`src/core/plwt_pkg.sv`:
```
package plwt_pkg;

  // core clock and the pixel-rate ceiling, both in MHz
  localparam int CORE_CLK_MHZ = 250;
  localparam int PIX_MAX_MHZ = 25;
  // cycles per pixel: round up so the pixel rate never exceeds the ceiling
  localparam int PIX_DIV = (CORE_CLK_MHZ + PIX_MAX_MHZ - 1) / PIX_MAX_MHZ;
  localparam int PIX_CNT_W = 4;
  localparam logic [PIX_CNT_W-1:0] PIX_CNT_LAST = PIX_CNT_W'(PIX_DIV - 1);
  localparam logic [PIX_CNT_W-1:0] PIX_CNT_RST = 4'h0;

  // pixel bus width and reset values of the pins
  localparam int PIX_W = 8;
  localparam int TAG_W = 2;
  localparam logic [PIX_W-1:0] PIX_RST = 8'h00;
  localparam logic SYNC_RST = 1'b0;
  localparam logic BLANK_RST = 1'b1;

  // bit positions of the tag on the shared sync pins
  localparam int TAG_HSYNC_BIT = 0;
  localparam int TAG_VSYNC_BIT = 1;

  // live pixel bits per depth; the rest come from the pad value
  localparam logic [PIX_W-1:0] MASK_1BPP = 8'h01;
  localparam logic [PIX_W-1:0] MASK_2BPP = 8'h03;
  localparam logic [PIX_W-1:0] MASK_4BPP = 8'h0F;
  localparam logic [PIX_W-1:0] MASK_8BPP = 8'hFF;

  typedef enum logic [1:0] {
    PLWT_BPP1,
    PLWT_BPP2,
    PLWT_BPP4,
    PLWT_BPP8
  } plwt_bpp_e;

  // one pixel slot as scanned out by the display engine
  typedef struct packed {
    logic hblank;
    logic vblank;
    logic hsync;
    logic vsync;
    logic cursor_hit;
    logic [TAG_W-1:0] window_tag;
    logic [PIX_W-1:0] pixel;
  } plwt_scan_s;

  // software-programmed configuration
  typedef struct packed {
    logic [PIX_W-1:0] default_value;
    logic [PIX_W-1:0] pad_value;
    plwt_bpp_e bpp;
    logic tag_mux_en;
    logic [TAG_W-1:0] cursor_tag_override;
  } plwt_cfg_s;

endpackage

```
`src/core/plwt_rate_div.sv`:
```
`timescale 1ns/100ps

module plwt_rate_div (
  input wire logic core_clk,
  input wire logic rst_n,
  input wire logic clk_en,
  output logic pix_tick
);

  logic [plwt_pkg::PIX_CNT_W-1:0] cnt_q;
  logic [plwt_pkg::PIX_CNT_W-1:0] cnt_d;
  logic wrap;

  // wrap at the last count so one slot spans a whole pixel period
  assign wrap = (cnt_q == plwt_pkg::PIX_CNT_LAST);
  assign cnt_d = wrap ? plwt_pkg::PIX_CNT_RST : cnt_q + 1'b1;

  // tick is registered so the main block sees a clean one-cycle strobe
  always_ff @(posedge core_clk) begin
    if (!rst_n) begin
      cnt_q <= plwt_pkg::PIX_CNT_RST;
      pix_tick <= 1'b0;
    end else if (clk_en) begin
      cnt_q <= cnt_d;
      pix_tick <= wrap;
    end
  end

  // no two ticks closer than nine cycles, one short of the pixel period
  a_tick_spacing: assert property (@(posedge core_clk) disable iff (!rst_n)
    (clk_en && pix_tick) |=> !pix_tick [*8])
    else $error("pixel ticks closer than the pixel period");

endmodule

```
`src/core/plwt_top.sv`:
```
`timescale 1ns/100ps

// Overview of operation
// - blanking drives programmed default onto pixel bus
// - two window tag bits from tile descriptor
// - tag pins follow the window being scanned
// - cursor region substitutes the cursor tag value
// - muxed tags on sync pins while visible
// - config bit selects tags onto sync pins
// - mux disabled holds sync pins low visibly
// - pixel rate never above 25 MHz
// - unused low-depth pixel bits take pad value

module plwt_top (
  input wire logic core_clk,
  input wire logic rst_n,
  input wire logic clk_en,
  input wire plwt_pkg::plwt_scan_s scan,
  input wire plwt_pkg::plwt_cfg_s cfg,
  output logic [plwt_pkg::PIX_W-1:0] pixel_out_bus,
  output logic hsync_pin,
  output logic vsync_pin,
  output logic blank_pin,
  output logic [plwt_pkg::TAG_W-1:0] window_tag,
  output logic pix_strobe
);

  logic pix_tick;
  logic adv;
  logic blank;
  logic [plwt_pkg::PIX_W-1:0] depth_mask;
  logic [plwt_pkg::PIX_W-1:0] padded;
  logic [plwt_pkg::PIX_W-1:0] pixel_d;
  logic [plwt_pkg::TAG_W-1:0] tag_sel;
  logic hsync_d;
  logic vsync_d;

  // pixel slot divider keeps output updates at or below the pixel ceiling
  plwt_rate_div u_rate_div (
    .core_clk(core_clk),
    .rst_n(rst_n),
    .clk_en(clk_en),
    .pix_tick(pix_tick)
  );

  assign adv = clk_en & pix_tick;
  assign blank = scan.hblank | scan.vblank;

  // live bit mask from the current window depth
  assign depth_mask = (cfg.bpp == plwt_pkg::PLWT_BPP1) ? plwt_pkg::MASK_1BPP :
                      (cfg.bpp == plwt_pkg::PLWT_BPP2) ? plwt_pkg::MASK_2BPP :
                      (cfg.bpp == plwt_pkg::PLWT_BPP4) ? plwt_pkg::MASK_4BPP :
                      plwt_pkg::MASK_8BPP;

  // per-bit merge of live pixel data with the pad levels
  for (genvar b = 0; b < plwt_pkg::PIX_W; b++) begin : g_pad
    assign padded[b] = depth_mask[b] ? scan.pixel[b] : cfg.pad_value[b];
  end

  // blanking presents the palette write address instead of pixel data
  assign pixel_d = blank ? cfg.default_value : padded;

  // cursor wins over the window's own tag
  assign tag_sel = scan.cursor_hit ? cfg.cursor_tag_override : scan.window_tag;

  // visible time: tags or low; blanking: true sync levels
  assign hsync_d = blank ? scan.hsync :
                   (cfg.tag_mux_en & tag_sel[plwt_pkg::TAG_HSYNC_BIT]);
  assign vsync_d = blank ? scan.vsync :
                   (cfg.tag_mux_en & tag_sel[plwt_pkg::TAG_VSYNC_BIT]);

  // all pins but pix_strobe update together once per pixel slot, so no skew between them
  always_ff @(posedge core_clk) begin
    if (!rst_n) begin
      pixel_out_bus <= plwt_pkg::PIX_RST;
      hsync_pin <= plwt_pkg::SYNC_RST;
      vsync_pin <= plwt_pkg::SYNC_RST;
      blank_pin <= plwt_pkg::BLANK_RST;
      window_tag <= '0;
      pix_strobe <= 1'b0;
    end else if (clk_en) begin
      pix_strobe <= pix_tick;
      if (pix_tick) begin
        pixel_out_bus <= pixel_d;
        hsync_pin <= hsync_d;
        vsync_pin <= vsync_d;
        blank_pin <= blank;
        window_tag <= tag_sel;
      end
    end
  end

  // checks look one edge after a slot loads, when the new pin values are sampled
  // reset and freeze checks cover the cases that no pixel slot exercises

  // pins rest at their reset levels while reset is held
  a_rst_pins: assert property (@(posedge core_clk)
    !rst_n |=>
      (pixel_out_bus == plwt_pkg::PIX_RST) && (blank_pin == plwt_pkg::BLANK_RST)
      && (hsync_pin == plwt_pkg::SYNC_RST) && (vsync_pin == plwt_pkg::SYNC_RST))
    else $error("pins not at rest during reset");

  // no slot marker and no tag while in reset
  a_rst_strobe: assert property (@(posedge core_clk)
    !rst_n |=>
      !pix_strobe && (window_tag == 2'h0))
    else $error("strobe or tag active during reset");

  // low enable freezes the pixel bus, tag and blank pins
  a_freeze_hold: assert property (@(posedge core_clk) disable iff (!rst_n)
    !clk_en |=>
      $stable(pixel_out_bus) && $stable(window_tag) && $stable(blank_pin))
    else $error("pins moved while frozen");

  // a frozen strobe must not be taken as a second slot
  a_freeze_strobe: assert property (@(posedge core_clk) disable iff (!rst_n)
    !clk_en |=>
      $stable(pix_strobe) && $stable(hsync_pin) && $stable(vsync_pin))
    else $error("strobe or sync moved while frozen");

  // strobe marks exactly the cycle in which a slot has loaded
  a_strobe_update: assert property (@(posedge core_clk) disable iff (!rst_n)
    adv |=>
      pix_strobe)
    else $error("strobe missing after slot load");

  // strobe is a single enabled cycle wide
  a_strobe_pulse: assert property (@(posedge core_clk) disable iff (!rst_n)
    (clk_en && pix_strobe) |=>
      !pix_strobe)
    else $error("strobe wider than one cycle");

  // blank pin high for a blanking slot
  a_blank_high: assert property (@(posedge core_clk) disable iff (!rst_n)
    (adv && blank) |=>
      blank_pin)
    else $error("blank pin low in blanking");

  // blank pin low for a visible slot, so far-side demux sees tags
  a_blank_low: assert property (@(posedge core_clk) disable iff (!rst_n)
    (adv && !blank) |=>
      !blank_pin)
    else $error("blank pin high in visible time");

  // two live bits at 2 bpp, the rest padded
  a_pad_two_bpp: assert property (@(posedge core_clk) disable iff (!rst_n)
    (adv && !blank && cfg.bpp == plwt_pkg::PLWT_BPP2) |=>
      (pixel_out_bus[7:2] == $past(cfg.pad_value[7:2]))
      && (pixel_out_bus[1:0] == $past(scan.pixel[1:0])))
    else $error("2-bpp pad bits wrong");

  // four live bits at 4 bpp, the rest padded
  a_pad_four_bpp: assert property (@(posedge core_clk) disable iff (!rst_n)
    (adv && !blank && cfg.bpp == plwt_pkg::PLWT_BPP4) |=>
      (pixel_out_bus[7:4] == $past(cfg.pad_value[7:4]))
      && (pixel_out_bus[3:0] == $past(scan.pixel[3:0])))
    else $error("4-bpp pad bits wrong");

  // full depth passes every pixel bit, no pad
  a_full_depth: assert property (@(posedge core_clk) disable iff (!rst_n)
    (adv && !blank && cfg.bpp == plwt_pkg::PLWT_BPP8) |=>
      pixel_out_bus == $past(scan.pixel))
    else $error("8-bpp pixel not passed through");

  // pad levels never leak into the palette address during blanking at 1 bpp
  a_default_over_pad: assert property (@(posedge core_clk) disable iff (!rst_n)
    (adv && blank && cfg.bpp == plwt_pkg::PLWT_BPP1) |=>
      pixel_out_bus == $past(cfg.default_value))
    else $error("pad applied to blanking address");

  // cursor value reaches the shared sync pins, not only the tag pins
  a_cursor_sync: assert property (@(posedge core_clk) disable iff (!rst_n)
    (adv && !blank && cfg.tag_mux_en && scan.cursor_hit) |=>
      {vsync_pin, hsync_pin} == $past(cfg.cursor_tag_override))
    else $error("cursor tag missing on sync pins");

  // with muxing off the cursor must not leak onto the sync pins
  a_mux_cursor_off: assert property (@(posedge core_clk) disable iff (!rst_n)
    (adv && !blank && !cfg.tag_mux_en && scan.cursor_hit) |=>
      !hsync_pin && !vsync_pin)
    else $error("cursor tag leaked with muxing off");

  // palette address shown for any blanking slot
  a_default_blank: assert property (@(posedge core_clk) disable iff (!rst_n)
    (adv && blank) |=> (pixel_out_bus == $past(cfg.default_value)) && blank_pin)
    else $error("default value not shown during blanking");

  a_pad_fill: assert property (@(posedge core_clk) disable iff (!rst_n)
    (adv && !blank && cfg.bpp == plwt_pkg::PLWT_BPP1) |=>
      (pixel_out_bus[7:1] == $past(cfg.pad_value[7:1]))
      && (pixel_out_bus[0] == $past(scan.pixel[0])))
    else $error("1-bpp pad bits wrong");

  a_window_tag: assert property (@(posedge core_clk) disable iff (!rst_n)
    (adv && !scan.cursor_hit) |=> window_tag == $past(scan.window_tag))
    else $error("tag does not follow scanned window");

  a_cursor_tag: assert property (@(posedge core_clk) disable iff (!rst_n)
    (adv && scan.cursor_hit) |=> window_tag == $past(cfg.cursor_tag_override))
    else $error("cursor tag not substituted");

  a_tag_on_sync: assert property (@(posedge core_clk) disable iff (!rst_n)
    (adv && !blank && cfg.tag_mux_en) |=>
      ({vsync_pin, hsync_pin} == window_tag) && !blank_pin)
    else $error("tag not on sync pins while visible");

  a_sync_low_vis: assert property (@(posedge core_clk) disable iff (!rst_n)
    (adv && !blank && !cfg.tag_mux_en) |=> !hsync_pin && !vsync_pin)
    else $error("sync pins not low in visible time");

  a_real_sync: assert property (@(posedge core_clk) disable iff (!rst_n)
    (adv && blank) |=> hsync_pin == $past(scan.hsync) && vsync_pin == $past(scan.vsync))
    else $error("real sync not shown during blanking");

  a_pins_hold: assert property (@(posedge core_clk) disable iff (!rst_n)
    !adv |=> $stable(pixel_out_bus) && $stable(hsync_pin) && $stable(window_tag)
      && $stable(vsync_pin) && $stable(blank_pin))
    else $error("pins changed between pixel slots");

endmodule

```
`config.mk`:
```
export PLATFORM = sky130hd
export DESIGN_NAME = plwt_top
export DESIGN_NICKNAME = d
export VERILOG_FILES = /design/src/core/plwt_pkg.sv /design/src/core/plwt_rate_div.sv /design/src/core/plwt_top.sv
export SDC_FILE = /design/constraint.sdc
export NUM_CORES = 1
export LEC_CHECK = 0
export BUFFER_PORTS_ARGS = -buffer_cell sky130_fd_sc_hd__clkbuf_2
export CORE_MARGIN = 8
export CORE_UTILIZATION = 43
export CTS_CLUSTER_DIAMETER = 30
export DETAILED_ROUTE_END_ITERATION = 7
export PLACE_DENSITY = 0.78
export SYNTH_ARGS = -nofsm -noshare
export SYNTH_HDL_FRONTEND = slang
export SYNTH_SLANG_ARGS = --single-unit
```
`constraint.sdc`:
```
create_clock -name core_clk -period 1.4 [get_ports core_clk]
set_input_delay 0.14 -clock core_clk [delete_from_list [all_inputs] [get_ports core_clk]]
set_output_delay 0.14 -clock core_clk [all_outputs]
set_load 0.02 [all_outputs]
```
==> impl_metrics.py, run 1 <==
metrics = {
    "status": {
        "outcome": "finished, final reports clean",
    },
    "placed_design": {
        "place_ws_ns": 0.253,
        "io_buffers": 51,
        "place_congestion": 0.804,
        "dpl.hpwl_mm": 2.18,
    },
    "global_routing": {
        "grt_pass1_wl_mm": 4.40,
        "grt_max_degree": 29,
        "track_usage_pct": 13.2,
        "grt_pass1_vias": 1040,
        "grt_overflow": 0,
        "antenna_found_initial": 0,
    },
    "route": {
        "drt_iter0_drc": 14,
        "drt_wl_total_mm": 2.62,
        "drc_errors": 0,
        "wl_per_cell_um": 14.3,
        "avgViaCountPerCell": 5.26,
        "antenna_left": 0,
        "vias": 962,
        "drt-pass1-iter-count": 3,
    },
    "worst_setup_path": {
        "startpoint": "u_rate_div.pix_tick",
        "cp-endpoint": "pixel_out_bus[3]",
        "cp.required_ns": 1.64,
        "r2r_start": "u_rate_div.pix_tick",
        "r2r_end": "pixel_out_bus[3]",
        "crit_arrival_ns": 1.42,
        "reg2regPathDepth": 4,
        "critPathKind": "flip-flop to flip-flop",
        "regToRegSetupSlack_ns": 0.22,
        "worstPathMaxFanout": 6,
        "end_kind": "flip-flop",
        "critPathLaunchType": "flip-flop",
    },
    "flow_run": {
        "cap_violations": 0,
    },
    "timing": {
        "clock_skew_ns": 0.000920,
        "final_max_slew_viol_count": 0,
        "finalSetupViolations": 0,
        "tns_ns": 0,
        "finalCritPeriodShare_pct": 84.2,
        "setup_slack_ns": 0.221,
        "max_freq_ghz": 0.848,
        "report.final.hold_viol_count": 0,
        "rsz0062_at_grt": "false",
        "slew_headroom_pct": 65.5,
        "worstMarginPinSlew_ns": 0.518,
        "fin_crit_ns": 1.18,
    },
    "layout": {
        "nets": 195,
        "area_delta_synth_final_pct": 29.7,
        "fin_util_pct": 57.6,
        "drive_gt1_share_pct": 43.9,
        "antenna_cells": 0,
    },
    "die": {
        "fp.dieW_um": 63.3,
        "initial_core_util_pct": 44.4,
        "num_rows": 17,
        "die_area_sq_um": 4010,
        "chipHeight_um": 63.3,
        "io_pins": 53,
        "core-area_sq_um": 2170,
    },
    "cts": {
        "clock_path_buffers": 2,
        "cts_root_buffer": "clkbuf_4",
        "postCtsSetupRepairBufs": 0,
        "clk_latency_ns": 0.30,
        "cts_num_sinks": 19,
        "cts_tree": "done",
        "cts.htree.levels": 1,
        "clk_pin_slew_ns": 0.11,
        "postCtsHoldBufs": 0,
        "cts_made_buffers": 3,
        "cts_resized": 0,
    },
    "synthesis": {
        "syn_inst": 105,
        "yosysWarnings": 0,
        "synth_flop_cell": "dfxtp_1",
        "synth_cell_types": 31,
        "synth_area_sq_um": 963,
        "syn_nets": 144,
        "synth_seq_area_share_pct": 39.5,
        "netlist.area_leader.share_pct": 39.5,
        "ys_top_cells_by_area": "dfxtp_1 39%, nand3_1 7.8%, o221ai_2 7.8%",
        "avgSynthCellArea_sq_um": 9.18,
        "synth.ff_latch_count": 19,
        "yosys.area.top_type": "dfxtp_1",
        "async_flop_share_pct": 0,
        "synth_edf_count": 0,
    },
    "pwr": {
        "power_leakage_nw": 0.565,
        "powerDensity_nw_per_um2": 773,
        "switching_share_pct": 25.3,
        "internal_power_mw": 0.722,
        "pwr-share-clk_pct": 29.2,
        "p_sw_mw": 0.244,
        "combPwrFrac_pct": 13.6,
        "vdd_drop_max_mv": 0.517,
        "seqPwrFrac_pct": 57.2,
    },
    "min_path": {
        "hold_depth": 3,
        "hp-class": "primary input to flip-flop",
    },
}
==> cell type report <==
class / count / area (sq um)
clock buffers: 3 / 22.5
clock inverters: 1 / 5.00
fillers: 221 / 920
inverters: 2 / 7.51
multi-input cells: 77 / 529
flip-flops and latches: 19 / 380
well taps: 28 / 35.0
repair buffers: 53 / 270
==> flip-flops by register name (all words and copies together), names as in the netlist <==
| name | cells |
|---|---|
| window_tag | 2 |
| u_rate_div.pix_tick | 1 |
| u_rate_div.cnt_q | 4 |
| hsync_pin | 1 |
| blank_pin | 1 |
| pixel_out_bus | 8 |
| pix_strobe | 1 |
| vsync_pin | 1 |
==> synthesized netlist by cell type, types with 2 or more instances <==
cell type / instances
inv_1: 2
mux2i_1: 5
nor3b_1: 2
o22ai_1: 2
a21oi_1: 5
o221ai_2: 5
o21ai_0: 2
xnor2_1: 2
buf_2: 4
a211oi_1: 2
nand2_1: 7
o211ai_1: 3
buf_4: 2
and2_1: 4
nand3_1: 15
nor2_1: 5
mux2_2: 3
dfxtp_1: 19
o21ai_1: 3
nor2b_1: 2
==> metrics by stage <==
step                power [mW]  instance area (sq um)  hold slack (ns)  instances
floorplan                0.635                    963            0.285        105
global placement         0.691                   1220            0.389        179
detailed placement       0.697                   1220            0.400        179
CTS                      0.978                   1250           0.0700        183
global route              1.01                   1250           0.0837        183
finish                   0.966                   1250           0.0762        183
==> per-layer routing <==
metal	vias up	global-route usage, %	share of wire, %
met5	-	0	0
met4	0	6.69	2.0
met2	28	24.7	53
met3	5	3.18	5.5
met1	449	13.0	39
li1	480	-	-
==> power groups by stage <==
stage | registers [mW] | clock network [mW] | logic, mW
6_report | 0.553 | 0.282 | 0.131
5_1_grt | 0.554 | 0.304 | 0.147
4_1_cts | 0.553 | 0.292 | 0.133
3_5_place_dp | 0.565 | 0 | 0.132
3_3_place_gp | 0.565 | 0 | 0.126
2_1_floorplan | 0.564 | 0 | 0.0709
==> worst max-delay path, stage by stage, from the launching register on <==
cell and delay, ns:
dfxtp_1 0.38, and2_1 0.32, buf_4 0.19, o211ai_1 0.09, o21ai_1 0.14
==> worst min path at each step <==
stage          startpoint               end  slack [ns]
6_report           cfg[2]         hsync_pin        0.08
4_1_cts            cfg[2]         hsync_pin        0.07
3_3_place_gp      scan[0]  pixel_out_bus[0]        0.39
5_1_grt           scan[0]  pixel_out_bus[0]        0.08
3_5_place_dp       cfg[2]         hsync_pin        0.40
2_1_floorplan      cfg[2]         hsync_pin        0.29
==> logic make-up (layout without fill, tap and decap cells) <==
group                  after synthesis  after routing  synth area share (%)
buffers and inverters                9             59                  5.58
XOR/XNOR                             3              3                  2.73
AO/OA/AOI/OAI                       24             24                  19.6
multiplexers                         8              8                  8.70
AND/OR/NAND/NOR                     42             42                  23.9
flip-flops                          19             19                  39.5
==> cells in the final DEF (no fill, tap or decap), types with 3 or more instances in the layout <==
cell type and instances:
a21oi_1 5, and2_1 4, clkbuf_2 51, clkbuf_4 3
dfxtp_1 19, mux2_2 3, mux2i_1 5, nand2_1 7
nand3_1 15, nor2_1 5, o211ai_1 3, o21ai_1 3
o221ai_2 5
(Power assumes the default switching activity.)
==> inputs of run 2 (changes only) <==
Settings changed: ABC_AREA set to 1, PLACE_DENSITY 0.78 to 0.77.
Clock period 1.4 ns to 1.17 ns, I/O delays scaled along.
==> run 2 against run 1 <==
Sequential power rose by 18%. Final cell count is 30% higher. Register-to-register slack lost 0.07 ns. Fmax rose by 16%. Worst hold slack lost 0.015 ns. Die area up 2.1%. Synthesized cell count is 48% higher. Clock skew rose by 0.0069 ns. Critical path type unchanged. Critical endpoint is now vsync_pin. Largest cell class unchanged. Largest power group unchanged. Highest routed layer unchanged.
==> impl_metrics.py, run 2 <==
metrics = {
    "layout": {
        "final_common_cell": "clkbuf_2",
        "multiInputGateArea_sq_um": 485,
        "largest_register_ffs": 8,
        "drive_gt1_share_pct": 29.7,
        "top_register": "pixel_out_bus",
        "nFillCells": 227,
        "regArea_sq_um": 382,
        "top_regs": "pixel_out_bus x8, u_rate_div.cnt_q x4, window_tag x2",
        "final_cell_mix": "51 x clkbuf_2, 38 x nand2_1, 28 x inv_1",
        "antenna_cells": 0,
        "area_delta_synth_final_pct": 32.3,
        "nets": 249,
    },
    "pwr": {
        "power_leakage_nw": 0.708,
        "vdd_drop_max_mv": 0.601,
        "total_power_mw": 1.13,
        "powerDensity_nw_per_um2": 862,
    },
    "timing": {
        "max_freq_ghz": 0.985,
        "final_max_slew_viol_count": 0,
        "report.final.hold_viol_count": 0,
        "tns_ns": 0,
        "slew_headroom_pct": 78.2,
        "finalSetupViolations": 0,
        "finalCritPeriodShare_pct": 86.7,
        "fin_crit_ns": 1.01,
        "clock_skew_ns": 0.00781,
        "worstMarginPinSlew_ns": 0.326,
    },
    "synthesis": {
        "synth_flop_cell": "dfxtp_1",
        "avgSynthCellArea_sq_um": 6.39,
        "syn_nets": 194,
        "synth.ff_latch_count": 19,
        "netlist.area_leader.share_pct": 38.4,
        "synth_seq_area_share_pct": 38.4,
        "syn_inst": 155,
        "synth_area_sq_um": 991,
        "yosysMostFrequentCell": "nand2_1",
        "yosys.area.top_type": "dfxtp_1",
        "ys_top_cells_by_area": "dfxtp_1 38%, nand2_1 14%, inv_1 11%",
        "async_flop_share_pct": 0,
        "ys_top_cells_by_count": "38 x nand2_1, 28 x inv_1, 26 x nor2_1, 19 x dfxtp_1, 16 x a21oi_1",
        "yosysWarnings": 0,
        "synth_edf_count": 0,
        "synth_cell_types": 20,
    },
    "route": {
        "drc_errors": 0,
        "drt-pass1-iter-count": 4,
        "vias": 1086,
        "wl_per_cell_um": 11.2,
        "avgViaCountPerCell": 4.58,
        "antenna_left": 0,
        "drt_wl_total_mm": 2.65,
        "drt_iter0_drc": 38,
    },
    "placed_design": {
        "io_buffers": 51,
        "dpl.hpwl_mm": 2.23,
        "place_congestion": 0.739,
    },
    "die": {
        "initial_core_util_pct": 45.2,
        "die_area_sq_um": 4100,
        "chipHeight_um": 64.0,
        "core-area_sq_um": 2190,
        "fp.dieW_um": 64.0,
        "io_pins": 53,
        "num_rows": 17,
    },
    "worst_setup_path": {
        "cp.required_ns": 1.40,
        "path_cells": "nand2_8 -> nor2_8 -> nand2_1 -> nand2_1 -> nor2_1 -> nor2_1",
        "worstPathMaxFanout": 10,
        "slowest_stage": "dfxtp_2",
        "end_kind": "flip-flop",
        "crit_family": "simple AND/OR/NAND/NOR gates",
        "crit_arrival_ns": 1.25,
        "regToRegSetupSlack_ns": 0.16,
        "critPathKind": "flip-flop to flip-flop",
        "cp_num_buf_inv": 0,
        "slowest_delay_ns": 0.40,
        "critPathLaunchType": "flip-flop",
    },
    "global_routing": {
        "grt_pass1_wl_mm": 4.42,
        "antenna_found_initial": 0,
        "grt_overflow": 0,
        "grt_pass1_vias": 1077,
        "grt_max_degree": 13,
        "track_usage_pct": 12.9,
    },
    "cts": {
        "cts_made_buffers": 3,
        "clk_pin_slew_ns": 0.11,
        "clock_path_buffers": 2,
        "clk_latency_ns": 0.29,
        "cts.htree.levels": 1,
        "cts_tree": "done",
        "postCtsSetupRepairBufs": 0,
        "cts_root_buffer": "clkbuf_4",
        "cts_num_sinks": 19,
    },
    "min_path": {
        "hp-class": "primary input to flip-flop",
    },
    "flow_run": {
        "cap_violations": 0,
    },
    "status": {
        "outcome": "finished, final reports clean",
    },
}
## run 2: changes by cell type after synthesis, moves of 5 or more
cell,delta
inv_1,+26
o221ai_2,-5
nor2_1,+21
nand3_1,-6
a21oi_1,+11
mux2i_1,-5
nand2_1,+31
## run 2: final cells by class
| class | count | share of cell area (%) |
|---|---|---|
| inverter | 30 | 9.16 |
| sequential | 19 | 29.1 |
| clock buffer | 4 | 2.00 |
| timing repair buffer | 52 | 20.0 |
| tap | 28 | 2.67 |
| multi-input combinational | 104 | 37.0 |
## run 2: logic make-up after synthesis
family / share of synthesized area [%]
AOI/OAI and AO/OA: 12.6
buffers and inverters: 13.5
DFF: 38.4
and+or+nand+nor: 35.5
## run 2: where the power goes
group / switching [mW] / internal [mW] / total [mW]
Combinational: 0.0756 / 0.0683 / 0.144
Sequential: 0.00298 / 0.652 / 0.655
Clock: 0.199 / 0.132 / 0.331
## run 2: what timing repair did
item	in CTS	in global routing
hold buffers	0	0
resized for setup	0	4
endpoints found under the setup margin	0	6
## run 2: per-layer routing
metal / vias to the layer above / GRT usage, % / share of wire, %
met1: 476 / 11.9 / 39
met5: - / 0 / 0
met3: 2 / 5.05 / 6.4
li1: 585 / - / -
met2: 23 / 25.0 / 54
met4: 0 / 3.90 / 0.72
## run 2: path summary, 6_finish.rpt
check / from / to / depth (start not counted)
max: u_rate_div.pix_tick / vsync_pin / 6
min reg2reg: blank_pin / blank_pin / 2
min: rst_n / blank_pin / 2
max reg2reg: u_rate_div.pix_tick / vsync_pin / 6
## run 2: stage by stage
| stage | hold WS, ns | utilization (%) | cell area [sq um] | instances | worst slack [ns] |
|---|---|---|---|---|---|
| CTS | 0.0595 | 59.2 | 1300 | 237 | 0.0836 |
| global placement | 0.352 | 58.0 | 1270 | 233 | 0.150 |
| finish | 0.0612 | 59.9 | 1310 | 237 | 0.155 |
| floorplan | 0.186 | - | 991 | 155 | 0.193 |
| global route | 0.0725 | 59.9 | 1310 | 237 | -0.00562 |
| detailed placement | 0.362 | 58.0 | 1270 | 233 | 0.109 |
==> inputs of run 3 (changes only) <==
Settings changed: ABC_AREA 1 to 0, CELL_PAD_IN_SITES_DETAIL_PLACEMENT set to 1, CELL_PAD_IN_SITES_GLOBAL_PLACEMENT set to 2, CORE_UTILIZATION 43 to 23, PLACE_DENSITY 0.77 to unset, PLACE_DENSITY_LB_ADDON set to 0.1.
==> run 3 against run 2 <==
Final cell count is 13% lower. Combinational power up 13%. Sequential power increased by 1%. Fmax decreased by 5.0%. Global-route usage down 3.1 points. Largest power group unchanged.
==> impl_metrics.py, run 3 (synthesized netlist as in run 1, its figures left out) <==
metrics = {
    "layout": {
        "top_regs": "pixel_out_bus x8, u_rate_div.cnt_q x4, window_tag x2",
        "layout.cells.non_filler": 207,
        "fin_area_sq_um": 1310,
        "drive_gt1_share_pct": 44.6,
        "fin_util_pct": 32.5,
        "area_delta_synth_final_pct": 36.1,
        "largest_register_ffs": 8,
        "top_register": "pixel_out_bus",
        "nets": 197,
        "final_common_cell": "clkbuf_2",
        "final_cell_mix": "51 x clkbuf_2, 19 x dfxtp_1, 15 x nand3_1",
        "antenna_cells": 0,
        "nFillCells": 513,
    },
    "timing": {
        "setup_slack_ns": 0.101,
        "whs_ns": 0.101,
        "fin_crit_ns": 1.07,
        "finalCritPeriodShare_pct": 91.3,
        "clock_skew_ns": 0.00114,
        "finalSetupViolations": 0,
        "tns_ns": 0,
        "report.final.hold_viol_count": 0,
        "final_max_slew_viol_count": 0,
        "slew_headroom_pct": 71.9,
        "rsz0062_at_grt": "false",
        "max_freq_ghz": 0.936,
        "worstMarginPinSlew_ns": 0.422,
    },
    "die": {
        "num_rows": 23,
        "core-area_sq_um": 4030,
        "die_area_sq_um": 6520,
        "fp.dieW_um": 80.7,
        "io_pins": 53,
        "initial_core_util_pct": 23.9,
        "chipHeight_um": 80.7,
    },
    "route": {
        "drt_iter0_drc": 31,
        "antenna_left": 0,
        "avgViaCountPerCell": 4.72,
        "drc_errors": 0,
        "vias": 977,
        "wl_per_cell_um": 14.7,
        "drt_wl_total_mm": 3.05,
        "drt-pass1-iter-count": 2,
    },
    "worst_setup_path": {
        "critPathKind": "flip-flop to flip-flop",
        "r2r_start": "u_rate_div.pix_tick",
        "worstPathMaxFanout": 4,
        "regToRegSetupSlack_ns": 0.10,
        "cp.required_ns": 1.35,
        "critPathLaunchType": "flip-flop",
        "startpoint": "u_rate_div.pix_tick",
        "end_kind": "flip-flop",
        "crit_arrival_ns": 1.25,
    },
    "pwr": {
        "seqPwrFrac_pct": 51.1,
        "powerDensity_nw_per_um2": 988,
        "vdd_drop_max_mv": 0.442,
        "total_power_mw": 1.30,
        "combPwrFrac_pct": 12.5,
        "switching_share_pct": 24.7,
        "p_sw_mw": 0.320,
        "power_leakage_nw": 0.583,
        "internal_power_mw": 0.975,
        "pwr-share-clk_pct": 36.3,
    },
    "placed_design": {
        "dpl.hpwl_mm": 2.49,
        "io_buffers": 51,
        "place_ws_ns": 0.0693,
        "placed_area_sq_um": 1260,
        "place_congestion": 0.660,
        "dp.cells": 203,
    },
    "flow_run": {
        "cap_violations": 0,
    },
    "cts": {
        "cts_root_buffer": "clkbuf_8",
        "clock_path_buffers": 2,
        "postCtsHoldBufs": 0,
        "clk_pin_slew_ns": 0.08,
        "cts_num_sinks": 19,
        "clk_latency_ns": 0.26,
        "postCtsSetupRepairBufs": 0,
        "cts.htree.levels": 1,
        "cts_tree": "done",
        "cts_resized": 0,
        "cts_made_buffers": 3,
    },
    "global_routing": {
        "antenna_found_initial": 0,
        "grt_pass1_wl_mm": 5.07,
        "grt_pass1_vias": 1084,
        "grt_max_degree": 21,
        "track_usage_pct": 9.76,
        "grt_overflow": 0,
    },
    "min_path": {
        "hp-class": "primary input to flip-flop",
        "worstHoldStart": "cfg[13]",
    },
    "status": {
        "outcome": "finished, final reports clean",
    },
}
==> run 3: cell types whose count changed in the layout (fill, tap and decap cells not counted), moves of 4 or more <==
cell and delta:
inv_1 -26, o221ai_2 +5, a21oi_1 -11, nand2_1 -31, and2_1 +4, nand3_1 +6
nor2_1 -21, mux2i_1 +5
==> run 3: per-layer routing <==
| metal | share of wire (%) | vias up | GRT usage, % |
|---|---|---|---|
| met2 | 44 | 38 | 15.2 |
| met1 | 46 | 452 | 12.2 |
| met5 | 0 | - | 0 |
| met4 | 0.95 | 0 | 3.21 |
| met3 | 9.3 | 4 | 3.46 |
| li1 | - | 483 | - |
==> run 3: worst paths after layout <==
| check | end | depth (start not counted) |
|---|---|---|
| worst max-delay path | window_tag[0] | 4 |
| worst min-delay path | pixel_out_bus[0] | 3 |
| worst max register to register | window_tag[0] | 4 |
| worst min register to register | pixel_out_bus[2] | 2 |
==> run 3: layout make-up <==
type                       instances  area (sq um)  area share [%]
sequential                        19           380            29.0
multi-input combinational         77           529            40.4
inverter                           2          7.51           0.573
tap                               50          62.6            4.77
timing repair buffer              55           285            21.8
clock buffer                       3          41.3            3.15
clock inverter                     1          5.00           0.382
==> run 3: critical path: stages, from the launching register on <==
cell and delay, ns:
dfxtp_1 0.36, and2_1 0.24, buf_4 0.17, nor2_1 0.04, nor3b_1 0.18
==> run 3: power by group through the flow <==
| stage | sequential (mW) | clock, mW | combinational (mW) |
|---|---|---|---|
| 3_5_place_dp | 0.677 | 0 | 0.166 |
| 6_report | 0.662 | 0.471 | 0.162 |
| 5_1_grt | 0.664 | 0.516 | 0.184 |
| 2_1_floorplan | 0.675 | 0 | 0.0849 |
| 3_3_place_gp | 0.676 | 0 | 0.163 |
| 4_1_cts | 0.662 | 0.486 | 0.167 |
